**config.mk**
```make
export PLATFORM = sky130hd
export DESIGN_NAME = mod_decode
export DESIGN_NICKNAME = d
export VERILOG_FILES = /design/src/logic/mod_pkg.sv /design/src/logic/mod_decode.sv
export SDC_FILE = /design/constraint.sdc
export NUM_CORES = 1
export LEC_CHECK = 0
export BUFFER_PORTS_ARGS = -buffer_cell sky130_fd_sc_hd__buf_2
export CORE_MARGIN = 2
export CORE_UTILIZATION = 53
export CTS_CLUSTER_SIZE = 16
export DETAILED_ROUTE_END_ITERATION = 8
export HOLD_SLACK_MARGIN = 0.12
export PLACE_DENSITY = 0.79
export SLEW_MARGIN = 20
export SYNTH_ARGS = -nofsm -noshare
export SYNTH_HDL_FRONTEND = slang
export SYNTH_SLANG_ARGS = --single-unit
```
**constraint.sdc**
```tcl
create_clock -name ref_clk -period 3.3 [get_ports ref_clk]
set_input_delay 0.495 -clock ref_clk [delete_from_list [all_inputs] [get_ports ref_clk]]
set_output_delay 0.495 -clock ref_clk [all_outputs]
set_load 0.02 [all_outputs]
```
**src/logic/mod_pkg.sv**
```systemverilog
// Function
// RULE1: One to three bytes, two to eight cycles
// RULE2: Eight-code groups take register from low bits
// RULE3: Absolute jump/call take top three address bits
// RULE4: Add decodes 28-2F, 25, 26-27, 24
// RULE5: Add with carry decodes 38-3F, 35, 36-37, 34
// RULE6: Subtract borrow decodes 98-9F, 95, 96-97, 94
// RULE7: Pointer increment A3 four; increments two
// RULE8: Immediate logic into direct: three bytes, four
// RULE9: AND decodes 58-5F, 55, 56-57, 54, 52
// RULE10: OR decodes 48-4F, 45, 46-47, 44, 42
// RULE11: XOR decodes 68-6F, 65, 66-67, 64, 62
// RULE12: Accumulator ops E4 F4 C4 23 33 03 13
// RULE13: Register moves E8-EF, F8-FF two; A8-AF four
// RULE14: Direct and immediate to direct: 85, 75
// RULE15: Code memory reads 93 and 83, four cycles
// RULE16: External data E0, E2-E3, F0, F2-F3, four
// RULE17: Push C0, pop D0, two bytes, four cycles
// RULE18: Exchange C8-CF, C5, C6-C7, nibble D6-D7
// RULE19: Carry bit logic 82, 72, A0 four cycles
// RULE20: Long call 12, returns 22 and 32, four
// RULE21: Conditional jumps 40 50 20 30 60 70 10
// RULE22: Compare-jump B4-BF; decrement-jump D8-DF, D5
// RULE23: Bank bits map registers to four banks
// RULE24: Unassigned opcode is one-byte two-cycle no-op
package mod_pkg;
  localparam int OPW = 8;
  localparam int REG_W = 3;
  localparam int ADDR_W = 5;
  localparam int LEN_W = 2;
  localparam int CYC_W = 4;
  localparam logic [CYC_W-1:0] CYC_SHORT = 4'h2;
  localparam logic [CYC_W-1:0] CYC_LONG = 4'h4;
  localparam logic [CYC_W-1:0] CYC_MULDIV = 4'h8;
  localparam logic [LEN_W-1:0] LEN_ONE = 2'h1;
  localparam logic [LEN_W-1:0] LEN_TWO = 2'h2;
  localparam logic [LEN_W-1:0] LEN_THREE = 2'h3;
  localparam logic [4:0] ABS_LOW = 5'h01;
  localparam logic [4:0] ABS_CALL = 5'h11;
  localparam logic [7:0] OP_UNASSIGNED = 8'hA5;
  typedef enum {
    MOD_IDLE,
    MOD_OPER,
    MOD_EXEC
  } mod_state_t;
endpackage : mod_pkg

```
**src/logic/mod_decode.sv**
```systemverilog
`timescale 1ns/1ps
module mod_decode #(
  parameter int OPW_P = mod_pkg::OPW
) (
  input wire logic ref_clk,
  input wire logic sys_rst,
  input wire logic clk_en,
  input wire logic code_valid,
  input wire logic [OPW_P-1:0] code_byte,
  input wire logic [1:0] bank_select,
  output logic code_ready,
  output logic [OPW_P-1:0] opcode,
  output logic [mod_pkg::LEN_W-1:0] instr_len,
  output logic [mod_pkg::CYC_W-1:0] instr_cycles,
  output logic [mod_pkg::REG_W-1:0] reg_index,
  output logic [mod_pkg::ADDR_W-1:0] reg_addr,
  output logic reg_form,
  output logic abs_form,
  output logic [2:0] abs_high,
  output logic no_op,
  output logic instr_done
);
  import mod_pkg::*;

  mod_state_t state;
  logic [LEN_W-1:0] bytes_left;
  logic [CYC_W-1:0] cyc_count;

  function automatic logic [LEN_W-1:0] len_of(input logic [7:0] op);
    logic [3:0] lo;
    logic [3:0] hi;
    lo = op[3:0];
    hi = op[7:4];
    len_of = LEN_ONE;
    if (op[4:0] == ABS_LOW || op[4:0] == ABS_CALL) // RULE3
      len_of = LEN_TWO;
    else if (op == 8'h02 || op == 8'h12 || op == 8'h90) // RULE20
      len_of = LEN_THREE;
    else if (op == 8'h10 || op == 8'h20 || op == 8'h30) // RULE21
      len_of = LEN_THREE;
    else if (op == 8'h43 || op == 8'h53 || op == 8'h63) // RULE8
      len_of = LEN_THREE;
    else if (op == 8'h75 || op == 8'h85 || op == 8'hD5) // RULE14
      len_of = LEN_THREE;
    else if (hi == 4'hB && (lo >= 4'h4)) // RULE22
      len_of = LEN_THREE;
    else if (op == OP_UNASSIGNED) // RULE24
      len_of = LEN_ONE;
    else if (lo == 4'h5 || lo == 4'h4 && hi >= 4'h2 && hi <= 4'h9
             && hi != 4'h8 || lo == 4'h4 && hi == 4'h7)
      len_of = (op == 8'h84) ? LEN_ONE : LEN_TWO; // RULE4 RULE5 RULE6
    else if (lo == 4'h2 && (hi >= 4'h4 && hi <= 4'hD)) // RULE19
      len_of = LEN_TWO;
    else if (lo == 4'h0 && (hi >= 4'h4 && hi <= 4'hD)) // RULE17 RULE21
      len_of = LEN_TWO;
    else if (lo == 4'h3 && (hi == 4'h9 || hi == 4'hA))
      len_of = LEN_ONE;
    else if (lo[3] && (hi == 4'h7 || hi == 4'h8 || hi == 4'hA
             || hi == 4'hD)) // RULE13 RULE22
      len_of = LEN_TWO;
    else if ((lo == 4'h6 || lo == 4'h7) && (hi == 4'h7 || hi == 4'h8
             || hi == 4'hA))
      len_of = LEN_TWO;
    else if (op == 8'h05 || op == 8'h15 || op == 8'hE5 || op == 8'hF5)
      len_of = LEN_TWO; // RULE7
  endfunction : len_of

  function automatic logic [CYC_W-1:0] cyc_of(input logic [7:0] op);
    logic [3:0] lo;
    logic [3:0] hi;
    lo = op[3:0];
    hi = op[7:4];
    cyc_of = CYC_SHORT;
    if (op == 8'hA4 || op == 8'h84)
      cyc_of = CYC_MULDIV;
    else if (op == OP_UNASSIGNED) // RULE24
      cyc_of = CYC_SHORT;
    else if (lo == 4'h1 || (lo == 4'h0 && hi >= 4'h1 && hi <= 4'h8)) // RULE20 RULE21
      cyc_of = CYC_LONG;
    else if (op == 8'h02 || op == 8'h12 || op == 8'h22 || op == 8'h32
             || op == 8'h73) // RULE20
      cyc_of = CYC_LONG;
    else if (op == 8'h43 || op == 8'h53 || op == 8'h63) // RULE8
      cyc_of = CYC_LONG;
    else if (op == 8'h82 || op == 8'h72 || op == 8'hA0 || op == 8'hB0
             || op == 8'h92) // RULE19
      cyc_of = CYC_LONG;
    else if (op == 8'hA3 || op == 8'h90 || op == 8'h93 || op == 8'h83) // RULE7 RULE15
      cyc_of = CYC_LONG;
    else if ((hi == 4'hE || hi == 4'hF) && (lo == 4'h0 || lo == 4'h2
             || lo == 4'h3)) // RULE16
      cyc_of = CYC_LONG;
    else if (op == 8'hC0 || op == 8'hD0) // RULE17
      cyc_of = CYC_LONG;
    else if (op == 8'h75 || op == 8'h85 || (hi == 4'h8 && lo >= 4'h6)) // RULE14
      cyc_of = CYC_LONG;
    else if (hi == 4'hA && (lo[3] || lo == 4'h6 || lo == 4'h7)) // RULE13
      cyc_of = CYC_LONG;
    else if (hi == 4'hB && lo >= 4'h4) // RULE22
      cyc_of = CYC_LONG;
    else if (op == 8'hD5 || (hi == 4'hD && lo[3])) // RULE22
      cyc_of = CYC_LONG;
  endfunction : cyc_of

  function automatic logic reg_of(input logic [7:0] op);
    logic [3:0] hi;
    hi = op[7:4];
    reg_of = op[3] && hi != 4'h0 ? 1'b1 : op[3]; // RULE2
  endfunction : reg_of

  // A byte is only taken while code_ready is shown, so both ends agree
  wire logic take = clk_en && code_ready && state == MOD_IDLE && code_valid;
  wire logic operand = clk_en && code_ready && state == MOD_OPER
    && code_valid;
  wire logic [LEN_W-1:0] next_len = len_of(code_byte); // RULE1
  wire logic [CYC_W-1:0] next_cycles = cyc_of(code_byte); // RULE1
  wire logic is_abs = code_byte[3:0] == ABS_LOW[3:0]; // RULE3
  wire logic assigned = code_byte != OP_UNASSIGNED; // RULE24
  wire logic [ADDR_W-1:0] next_addr = {bank_select, code_byte[2:0]}; // RULE23

  always_ff @(posedge ref_clk) begin
    if (sys_rst) begin
      state <= MOD_IDLE;
      code_ready <= 1'b0;
      opcode <= 8'h00;
      instr_len <= LEN_ONE;
      instr_cycles <= CYC_SHORT;
      reg_index <= 3'h0;
      reg_addr <= 5'h00;
      reg_form <= 1'b0;
      abs_form <= 1'b0;
      abs_high <= 3'h0;
      no_op <= 1'b0;
      instr_done <= 1'b0;
      bytes_left <= 2'h0;
      cyc_count <= 4'h0;
    end else if (clk_en) begin
      instr_done <= 1'b0;
      code_ready <= 1'b0;
      if (cyc_count != 4'h0)
        cyc_count <= cyc_count - 4'h1;
      unique case (state)
        MOD_IDLE: begin
          code_ready <= 1'b1;
          if (take) begin
            opcode <= code_byte;
            instr_len <= next_len;
            instr_cycles <= next_cycles;
            reg_index <= code_byte[2:0]; // RULE2
            reg_addr <= next_addr; // RULE23
            reg_form <= reg_of(code_byte); // RULE2
            abs_form <= is_abs;
            abs_high <= code_byte[7:5]; // RULE3
            no_op <= !assigned || code_byte == 8'h00; // RULE24
            cyc_count <= next_cycles - 4'h1;
            bytes_left <= next_len - 2'h1;
            state <= (next_len == LEN_ONE) ? MOD_EXEC : MOD_OPER;
            code_ready <= next_len != LEN_ONE;
          end
        end
        MOD_OPER: begin
          code_ready <= 1'b1;
          if (operand) begin
            bytes_left <= bytes_left - 2'h1;
            if (bytes_left == 2'h1) begin
              state <= MOD_EXEC;
              code_ready <= 1'b0;
            end
          end
        end
        MOD_EXEC: begin
          if (cyc_count <= 4'h1) begin
            instr_done <= 1'b1;
            state <= MOD_IDLE;
            code_ready <= 1'b1;
          end
        end
      endcase
    end
  end

  a_done_gap: assert property (@(posedge ref_clk) disable iff (sys_rst)
    instr_done && clk_en |=> !instr_done) // RULE1
    else $error("done pulsed twice");
  a_cycle_range: assert property (@(posedge ref_clk) disable iff (sys_rst)
    instr_cycles >= 4'h2 && instr_cycles <= 4'h8) // RULE1
    else $error("cycle count out of range");
  a_len_range: assert property (@(posedge ref_clk) disable iff (sys_rst)
    instr_len != 2'h0) // RULE1
    else $error("length zero");
  a_bank_map: assert property (@(posedge ref_clk) disable iff (sys_rst)
    take |=> reg_addr == {$past(bank_select), $past(code_byte[2:0])}) // RULE23
    else $error("bank address wrong");
  a_abs_high: assert property (@(posedge ref_clk) disable iff (sys_rst)
    take && is_abs |=> abs_high == $past(code_byte[7:5])) // RULE3
    else $error("absolute bits wrong");
  a_inc_ptr: assert property (@(posedge ref_clk) disable iff (sys_rst)
    take && code_byte == 8'hA3 |=> instr_cycles == 4'h4) // RULE7
    else $error("pointer increment cycles");
  a_logic_imm: assert property (@(posedge ref_clk) disable iff (sys_rst)
    take && code_byte == 8'h53 |=> instr_len == 2'h3) // RULE8
    else $error("immediate logic length");
  a_nop_fill: assert property (@(posedge ref_clk) disable iff (sys_rst)
    take && code_byte == OP_UNASSIGNED |=> no_op && instr_len == 2'h1) // RULE24
    else $error("unassigned not no-op");
  a_reg_index: assert property ( // RULE2
    @(posedge ref_clk) disable iff (sys_rst)
    take |=> reg_index == $past(code_byte[2:0]))
    else $error("register index wrong");
  a_add_reg: assert property ( // RULE4
    @(posedge ref_clk) disable iff (sys_rst)
    take && code_byte[7:3] == 5'h05
    |=> instr_len == LEN_ONE && instr_cycles == CYC_SHORT)
    else $error("add register decode");
  a_addc_imm: assert property ( // RULE5
    @(posedge ref_clk) disable iff (sys_rst)
    take && code_byte == 8'h34
    |=> instr_len == LEN_TWO && instr_cycles == CYC_SHORT)
    else $error("add carry immediate decode");
  a_subb_dir: assert property ( // RULE6
    @(posedge ref_clk) disable iff (sys_rst)
    take && code_byte == 8'h95
    |=> instr_len == LEN_TWO && instr_cycles == CYC_SHORT)
    else $error("subtract direct decode");
  a_and_acc: assert property ( // RULE9
    @(posedge ref_clk) disable iff (sys_rst)
    take && code_byte == 8'h52
    |=> instr_len == LEN_TWO && instr_cycles == CYC_SHORT)
    else $error("and into direct decode");
  a_or_acc: assert property ( // RULE10
    @(posedge ref_clk) disable iff (sys_rst)
    take && code_byte == 8'h42
    |=> instr_len == LEN_TWO && instr_cycles == CYC_SHORT)
    else $error("or into direct decode");
  a_xor_acc: assert property ( // RULE11
    @(posedge ref_clk) disable iff (sys_rst)
    take && code_byte == 8'h62
    |=> instr_len == LEN_TWO && instr_cycles == CYC_SHORT)
    else $error("xor into direct decode");
  a_acc_swap: assert property ( // RULE12
    @(posedge ref_clk) disable iff (sys_rst)
    take && code_byte == 8'hC4
    |=> instr_len == LEN_ONE && instr_cycles == CYC_SHORT)
    else $error("accumulator op decode");
  a_move_dir: assert property ( // RULE13
    @(posedge ref_clk) disable iff (sys_rst)
    take && code_byte[7:3] == 5'h15
    |=> instr_len == LEN_TWO && instr_cycles == CYC_LONG)
    else $error("direct to register decode");
  a_move_dd: assert property ( // RULE14
    @(posedge ref_clk) disable iff (sys_rst)
    take && code_byte == 8'h85
    |=> instr_len == LEN_THREE && instr_cycles == CYC_LONG)
    else $error("direct to direct decode");
  a_code_read: assert property ( // RULE15
    @(posedge ref_clk) disable iff (sys_rst)
    take && code_byte == 8'h93
    |=> instr_len == LEN_ONE && instr_cycles == CYC_LONG)
    else $error("code memory read decode");
  a_ext_data: assert property ( // RULE16
    @(posedge ref_clk) disable iff (sys_rst)
    take && code_byte == 8'hE0
    |=> instr_len == LEN_ONE && instr_cycles == CYC_LONG)
    else $error("external data decode");
  a_stack_push: assert property ( // RULE17
    @(posedge ref_clk) disable iff (sys_rst)
    take && code_byte == 8'hC0
    |=> instr_len == LEN_TWO && instr_cycles == CYC_LONG)
    else $error("push decode");
  a_nibble_xch: assert property ( // RULE18
    @(posedge ref_clk) disable iff (sys_rst)
    take && code_byte == 8'hD6
    |=> instr_len == LEN_ONE && instr_cycles == CYC_SHORT)
    else $error("nibble exchange decode");
  a_carry_logic: assert property ( // RULE19
    @(posedge ref_clk) disable iff (sys_rst)
    take && code_byte == 8'hA0
    |=> instr_len == LEN_TWO && instr_cycles == CYC_LONG)
    else $error("carry logic decode");
  a_long_call: assert property ( // RULE20
    @(posedge ref_clk) disable iff (sys_rst)
    take && code_byte == 8'h12
    |=> instr_len == LEN_THREE && instr_cycles == CYC_LONG)
    else $error("long call decode");
  a_bit_jump: assert property ( // RULE21
    @(posedge ref_clk) disable iff (sys_rst)
    take && code_byte == 8'h10
    |=> instr_len == LEN_THREE && instr_cycles == CYC_LONG)
    else $error("bit jump decode");
  a_dec_jump: assert property ( // RULE22
    @(posedge ref_clk) disable iff (sys_rst)
    take && code_byte[7:3] == 5'h1B
    |=> instr_len == LEN_TWO && instr_cycles == CYC_LONG)
    else $error("decrement jump decode");
endmodule : mod_decode

```
==> impl_metrics.env, run 1 <==
export IMPL_diodes=0
export IMPL_synth_compound_area_share_pct=23.7
export IMPL_ctsHoldBuffers=0
export IMPL_dieArea_sq_um=4000
export IMPL_overflow=0
export IMPL_end_kind="register"
export IMPL_critical_path_class="in2reg"
export IMPL_postRouteAntennaNets=0
export IMPL_postCtsSetupRepairBufs=0
export IMPL_regToRegSetupSlack_ns=1.41
export IMPL_synth_cell_types=54
export IMPL_status="complete, no violations"
export IMPL_viasPerCell=5.71
export IMPL_antenna_found_initial=0
export IMPL_synth_cells=236
export IMPL_seq_area_sq_um=561
export IMPL_initial_core_util_pct=55.3
export IMPL_hold_end="reg_addr[3]$_SDFFE_PP0P_"
export IMPL_die_width_um=63.3
export IMPL_crit_family="simple AND/OR/NAND/NOR gates"
export IMPL_layout_drive_gt1_share_pct=22.7
export IMPL_internal_power_uw=607
export IMPL_drt_initial_drc_count=84
export IMPL_cts_buffers_inserted=3
export IMPL_syn_cell_area_sq_um=1860
export IMPL_r2r_start="state[1]$_SDFFE_PP0P_"
export IMPL_p_leak_nw=0.834
export IMPL_grt_setup_unrepaired="no"
export IMPL_die_y_um=63.3
export IMPL_post_cts_resize_count=0
export IMPL_powerDensity_nw_per_um2=446
export IMPL_ys_seq_area_share_pct=30.1
export IMPL_clock_skew_final_ns=0.00300
export IMPL_clockBufferDepth=2
export IMPL_port_buffers=42
export IMPL_max_freq_mhz=392
export IMPL_drt_pass1_iterations=4
export IMPL_async_reset_ff_share_pct=0
export IMPL_start_kind="input port"
export IMPL_synth_ff_type="dfxtp_1"
export IMPL_cts_max_level=1
export IMPL_layout_cells_non_filler=302
export IMPL_clockPowerShare_pct=25.2
export IMPL_clkSinkCount=28
export IMPL_max_stage_delay_ns=0.56
export IMPL_fin_crit_ns=2.55
export IMPL_hold_depth=3
export IMPL_synth_edf_count=0
export IMPL_worst_slack_ns=0.750
export IMPL_path_cells="buf_2 > or3b_2 > nor3_1 > nand3_1 > o31a_1 > nor4_2 > ha_1 > nand2b_1 > mux2i_1 > a221oi_1"
export IMPL_wl_per_cell_um=12.7
export IMPL_clock_latency_ns=0.34
export IMPL_muxShareOfSynthArea_pct=1.08
export IMPL_drv_cap=0
export IMPL_worstPathMaxFanout=14
export IMPL_dp_cells=298
export IMPL_grt_util_all_layers_pct=20.2
export IMPL_cp_data_arrival_time_ns=2.77
export IMPL_ir_drop_mv=0.320
export IMPL_required_ns=3.52
export IMPL_rr_endpoint="code_ready$_SDFFE_PP0P_"
export IMPL_worst_pin_slew_ns=0.769
export IMPL_yosys_warnings=0
export IMPL_grt_pass1_vias=1468
export IMPL_synth_simple_area_share_pct=26.2
export IMPL_synth_xor_area_share_pct=1.88
export IMPL_final_nets=281
export IMPL_slew_headroom_pct=48.8
export IMPL_synth_fa_ha_area_share_pct=6.72
export IMPL_hold_viol_final=0
export IMPL_fin_setup_tns_ns=0
export IMPL_final_cell_mix="42 x nand2_1, 42 x buf_2, 28 x dfxtp_1"
export IMPL_routed_wl_um=3850
export IMPL_drcViolationCount=0
export IMPL_dp_slack_ns=0.383
export IMPL_dp_hpwl_um=2740
export IMPL_p_comb_share_pct=32.2
export IMPL_rr_worst_depth=6
export IMPL_cpMaxStageDelayCell="or3b_2"
export IMPL_gp_congestion=0.942
export IMPL_power_switching_uw=301
export IMPL_ys_seq_elements=28
export IMPL_grt_max_degree=30
export IMPL_nFillCells=337
export IMPL_switching_share_pct=33.1
export IMPL_startpoint="code_byte[1]"
export IMPL_timing_hold_ws_ns=0.369
export IMPL_syn_to_final_growth_pct=9.35
export IMPL_syn_num_nets=260
export IMPL_slew_viol_final=0
export IMPL_vias=1724
export IMPL_synth_top_family_by_area="simple AND/OR/NAND/NOR gates"
export IMPL_grt_pass1_wl_um=6530
export IMPL_setup_violations=0
export IMPL_min_path_type="in2reg"
export IMPL_multi_input_area_sq_um=1110
export IMPL_crit_buf_inv=1
export IMPL_seqPwrFrac_pct=42.6
export IMPL_avgSynthCellArea_sq_um=7.88
export IMPL_num_io_pins=44
export IMPL_hp_start="bank_select[0]"
export IMPL_clkTransAtPathRegs_ns=0.15
export IMPL_cts_tree="built"
export IMPL_design_core_area_sq_um=3360
export IMPL_rows=21
export IMPL_post_route_period_util_pct=77.3
export IMPL_root_buffer="clkbuf_4"
[worst max path at each step]
stage | cells after the start | slack, ns | end
2_1_floorplan | 11 | 0.64 | bytes_left[1]$_SDFFE_PP0P_
3_3_place_gp | 10 | 0.47 | bytes_left[1]$_SDFFE_PP0P_
3_5_place_dp | 10 | 0.38 | cyc_count[3]$_SDFFE_PP0P_
4_1_cts | 10 | 0.75 | cyc_count[3]$_SDFFE_PP0P_
5_1_grt | 10 | 0.54 | bytes_left[1]$_SDFFE_PP0P_
6_report | 10 | 0.75 | bytes_left[1]$_SDFFE_PP0P_
[power groups by stage]
stage | Combinational [mW] | Clock, mW | Sequential (mW)
final | 0.292 | 0.229 | 0.386
after global routing | 0.333 | 0.243 | 0.390
after CTS | 0.292 | 0.235 | 0.386
after detailed placement | 0.290 | 0 | 0.393
after global placement | 0.283 | 0 | 0.393
after floorplan | 0.226 | 0 | 0.402
[per-stage QoR]
step / area [sq um] / total power, mW / utilization [%]
2_1_floorplan: 1860 / 0.627 / -
3_3_place_gp: 1980 / 0.676 / 58.9
3_5_place_dp: 1980 / 0.683 / 58.9
4_1_cts: 2030 / 0.912 / 60.5
5_1_grt: 2030 / 0.966 / 60.5
6_report: 2030 / 0.907 / 60.5
[final cells by class]
class / count / area share, %
flip-flops and latches: 28 / 27.6
clock inverters: 1 / 1.48
multi-input cells: 172 / 54.7
clock buffers: 3 / 1.11
repair buffers: 43 / 10.7
well taps: 46 / 2.83
inverters: 9 / 1.66
[worst min-delay path, stage by stage]
cell and delay (ns):
buf_2 0.09, nand2_1 0.05, a21oi_1 0.05
[state kept, by name, summed over array words and instances, names as in the netlist]
name          cells
abs_form          1
instr_done        1
reg_addr          2
opcode            8
instr_cycles      3
state             2
cyc_count         4
reg_form          1
instr_len         2
no_op             1
code_ready        1
bytes_left        2
[Yosys cell counts (2+ instances only)]
cell,n,area share [%]
xor2_1,2,0.94
ha_1,10,6.7
nor2_1,9,1.8
nand4_1,2,0.67
o211ai_1,2,0.81
and3_1,2,0.67
xnor2_1,2,0.94
a21o_1,2,0.81
or3_1,2,0.67
nor3_1,8,2.2
buf_4,10,4.0
nor2b_1,2,0.67
a211oi_1,6,2.4
a31oi_1,3,1.0
nand2_1,42,8.5
buf_2,6,1.6
nand3_1,7,1.9
o31a_1,2,0.94
inv_1,9,1.8
dfxtp_1,28,30
a311oi_1,3,1.4
nand2b_1,6,2.0
o21a_1,2,0.81
mux2i_1,2,1.1
o21ai_0,6,1.6
a21oi_1,25,6.7
clkbuf_1,9,1.8
[kinds of logic (layout without fill, tap and decap cells)]
family | count (synthesis) | count (layout)
compound gates | 63 | 63
xor+xnor | 4 | 4
flops | 28 | 28
other cells | 1 | 1
fa+ha+maj | 10 | 10
buf+inv | 36 | 56
simple gates | 92 | 92
mux | 2 | 2
[per-layer routing]
layer	track usage (%)	up-vias	routed length, um
met2	33.6	70	1780
met1	25.2	782	1770
met4	8.97	0	65
met3	4.29	7	235
li1	-	865	-
met5	0	-	0
Note: power is estimated with default switching activity, not from simulation.
==> run 2: changes to the inputs <==
--- a/config.mk
+++ b/config.mk
@@ -7,11 +7,11 @@
 export LEC_CHECK = 0
 export BUFFER_PORTS_ARGS = -buffer_cell sky130_fd_sc_hd__buf_2
 export CORE_MARGIN = 2
-export CORE_UTILIZATION = 53
+export CORE_UTILIZATION = 48
 export CTS_CLUSTER_SIZE = 16
 export DETAILED_ROUTE_END_ITERATION = 8
 export HOLD_SLACK_MARGIN = 0.12
-export PLACE_DENSITY = 0.79
+export PLACE_DENSITY = 0.75
 export SLEW_MARGIN = 20
 export SYNTH_ARGS = -nofsm -noshare
 export SYNTH_HDL_FRONTEND = slang
==> constraint.sdc (replaced) <==
create_clock -name ref_clk -period 2.3 [get_ports ref_clk]
set_input_delay 0.345 -clock ref_clk [delete_from_list [all_inputs] [get_ports ref_clk]]
set_output_delay 0.345 -clock ref_clk [all_outputs]
set_load 0.02 [all_outputs]
==> run 2 against run 1 <==
  * Register-to-register slack lost 0.88 ns
  * Design area grew 17%
  * Critical path depth is the same
  * Wire length grew 9.7%
  * Critical path type unchanged
  * Critical endpoint is now cyc_count[2]$_SDFFE_PP0P_
  * Largest cell class unchanged
==> impl_metrics.env, run 2 (same netlist as run 1, synthesis figures left out) <==
export IMPL_setup_violations=0
export IMPL_worst_pin_slew_ns=0.529
export IMPL_cp_data_arrival_time_ns=2.34
export IMPL_dp_hpwl_um=3160
export IMPL_ir_drop_mv=0.360
export IMPL_die_y_um=66.3
export IMPL_drt_pass1_iterations=4
export IMPL_total_power_mw=1.34
export IMPL_clock_latency_ns=0.27
export IMPL_grt_util_all_layers_pct=19.4
export IMPL_start_kind="input port"
export IMPL_syn_to_final_growth_pct=27.6
export IMPL_drcViolationCount=0
export IMPL_ctsHoldBuffers=0
export IMPL_nFillCells=350
export IMPL_clkTransAtPathRegs_ns=0.09
export IMPL_vias=1801
export IMPL_largest_reg_flops=8
export IMPL_clockBufferDepth=2
export IMPL_powerDensity_nw_per_um2=566
export IMPL_cpMaxStageDelayCell="or3_4"
export IMPL_final_cell_mix="42 x nand2_1, 42 x buf_2, 35 x buf_4"
export IMPL_drv_cap=0
export IMPL_end_kind="register"
export IMPL_wl_per_cell_um=12.4
export IMPL_worstPathMaxFanout=3
export IMPL_path_cells="buf_2 > or3_4 > o21a_1 > o31a_1 > nor4b_4 > or2b_1 > ha_2 > nor2_1 > a31oi_1 > a21oi_1"
export IMPL_largest_register="opcode"
export IMPL_port_buffers=42
export IMPL_utilization_pct=64.3
export IMPL_cts_tree="built"
export IMPL_cts_max_level=1
export IMPL_status="complete, no violations"
export IMPL_p_leak_nw=1.02
export IMPL_fin_setup_tns_ns=0
export IMPL_die_width_um=66.3
export IMPL_fin_crit_ns=2.20
export IMPL_reg_top3="opcode (8), cyc_count (4), instr_cycles (3)"
export IMPL_placed_area_sq_um=2250
export IMPL_rows=22
export IMPL_grt_pass1_wl_um=6860
export IMPL_crit_family="simple AND/OR/NAND/NOR gates"
export IMPL_grt_max_degree=30
export IMPL_crit_buf_inv=1
export IMPL_max_stage_delay_ns=0.39
export IMPL_routed_wl_um=4220
export IMPL_drt_initial_drc_count=130
export IMPL_diodes=0
export IMPL_clock_skew_final_ns=0.00551
export IMPL_viasPerCell=5.30
export IMPL_initial_core_util_pct=50.4
export IMPL_max_freq_mhz=455
export IMPL_antenna_found_initial=0
export IMPL_dieArea_sq_um=4390
export IMPL_grt_pass1_vias=1628
export IMPL_slew_headroom_pct=64.8
export IMPL_slew_viol_final=0
export IMPL_post_route_cell_area_sq_um=2370
export IMPL_cts_buffers_inserted=3
export IMPL_layout_drive_gt1_share_pct=34.9
export IMPL_hold_viol_final=0
export IMPL_final_nets=317
export IMPL_design_core_area_sq_um=3690
export IMPL_postRouteAntennaNets=0
export IMPL_gp_congestion=0.882
export IMPL_num_io_pins=44
export IMPL_overflow=0
export IMPL_min_path_type="in2reg"
export IMPL_critical_path_class="in2reg"
export IMPL_required_ns=2.44
export IMPL_root_buffer="clkbuf_8"
export IMPL_post_route_period_util_pct=95.6
export IMPL_clkSinkCount=28
-- run 2: cell count changes in the layout (fill, tap and decap cells not counted), moves of 2 or more --
cell,previous run,this run
a21oi_2,0,2
a21oi_1,25,23
a211oi_1,6,3
buf_4,1,35
a211oi_2,1,4
clkbuf_8,0,4
clkbuf_4,3,0
-- run 2: through the flow --
| step | setup WS (ns) | instances | hold slack, ns |
|---|---|---|---|
| 6_report | 0.102 | 340 | 0.315 |
| 5_1_grt | -0.0253 | 340 | 0.314 |
| 4_1_cts | 0.0677 | 337 | 0.314 |
| 3_5_place_dp | -0.197 | 333 | 0.445 |
| 3_3_place_gp | -0.147 | 333 | 0.439 |
| 2_1_floorplan | -0.148 | 236 | 0.449 |
-- run 2: final timing paths --
check                           slack, ns                   endpoint                   from  cells past startpoint
worst max-delay path                 0.10  cyc_count[2]$_SDFFE_PP0P_           code_byte[5]                     10
worst min-delay path                 0.31   reg_addr[3]$_SDFFE_PP0P_         bank_select[0]                      3
worst max register to register       0.53  cyc_count[1]$_SDFFE_PP0P_  state[0]$_SDFFE_PP0P_                      6
worst min register to register       0.45      reg_form$_SDFFE_PP0P_  reg_form$_SDFFE_PP0P_                      2
-- run 2: where the power goes --
part	internal, mW	total [mW]	switching [mW]
combinational	0.223	0.495	0.272
clock	0.153	0.296	0.143
sequential	0.524	0.554	0.0295
-- run 2: routing by layer --
metal	vias to the layer above	GRT usage (%)	wire, um
li1	935	-	-
met1	814	25.1	2020
met2	50	34.3	1960
met3	2	3.24	215
met4	0	3.06	21
met5	-	0	0
-- run 2: timing repair --
action	CTS	global route
setup endpoints to repair	0	3
buffers inserted	0	3
gates resized for setup	0	11
-- run 2: tightest hold or removal path, stage by stage --
cell     delay, ns
buf_2         0.09
nand2_1       0.05
a21oi_1       0.05
-- run 2: cell type report --
class	instances	area [sq um]	share of cell area, %
tap	48	60.1	2.53
sequential	28	561	23.6
inverter	9	33.8	1.42
clock buffer	4	55.1	2.32
timing repair buffer	79	508	21.4
multi-input combinational	172	1160	48.7
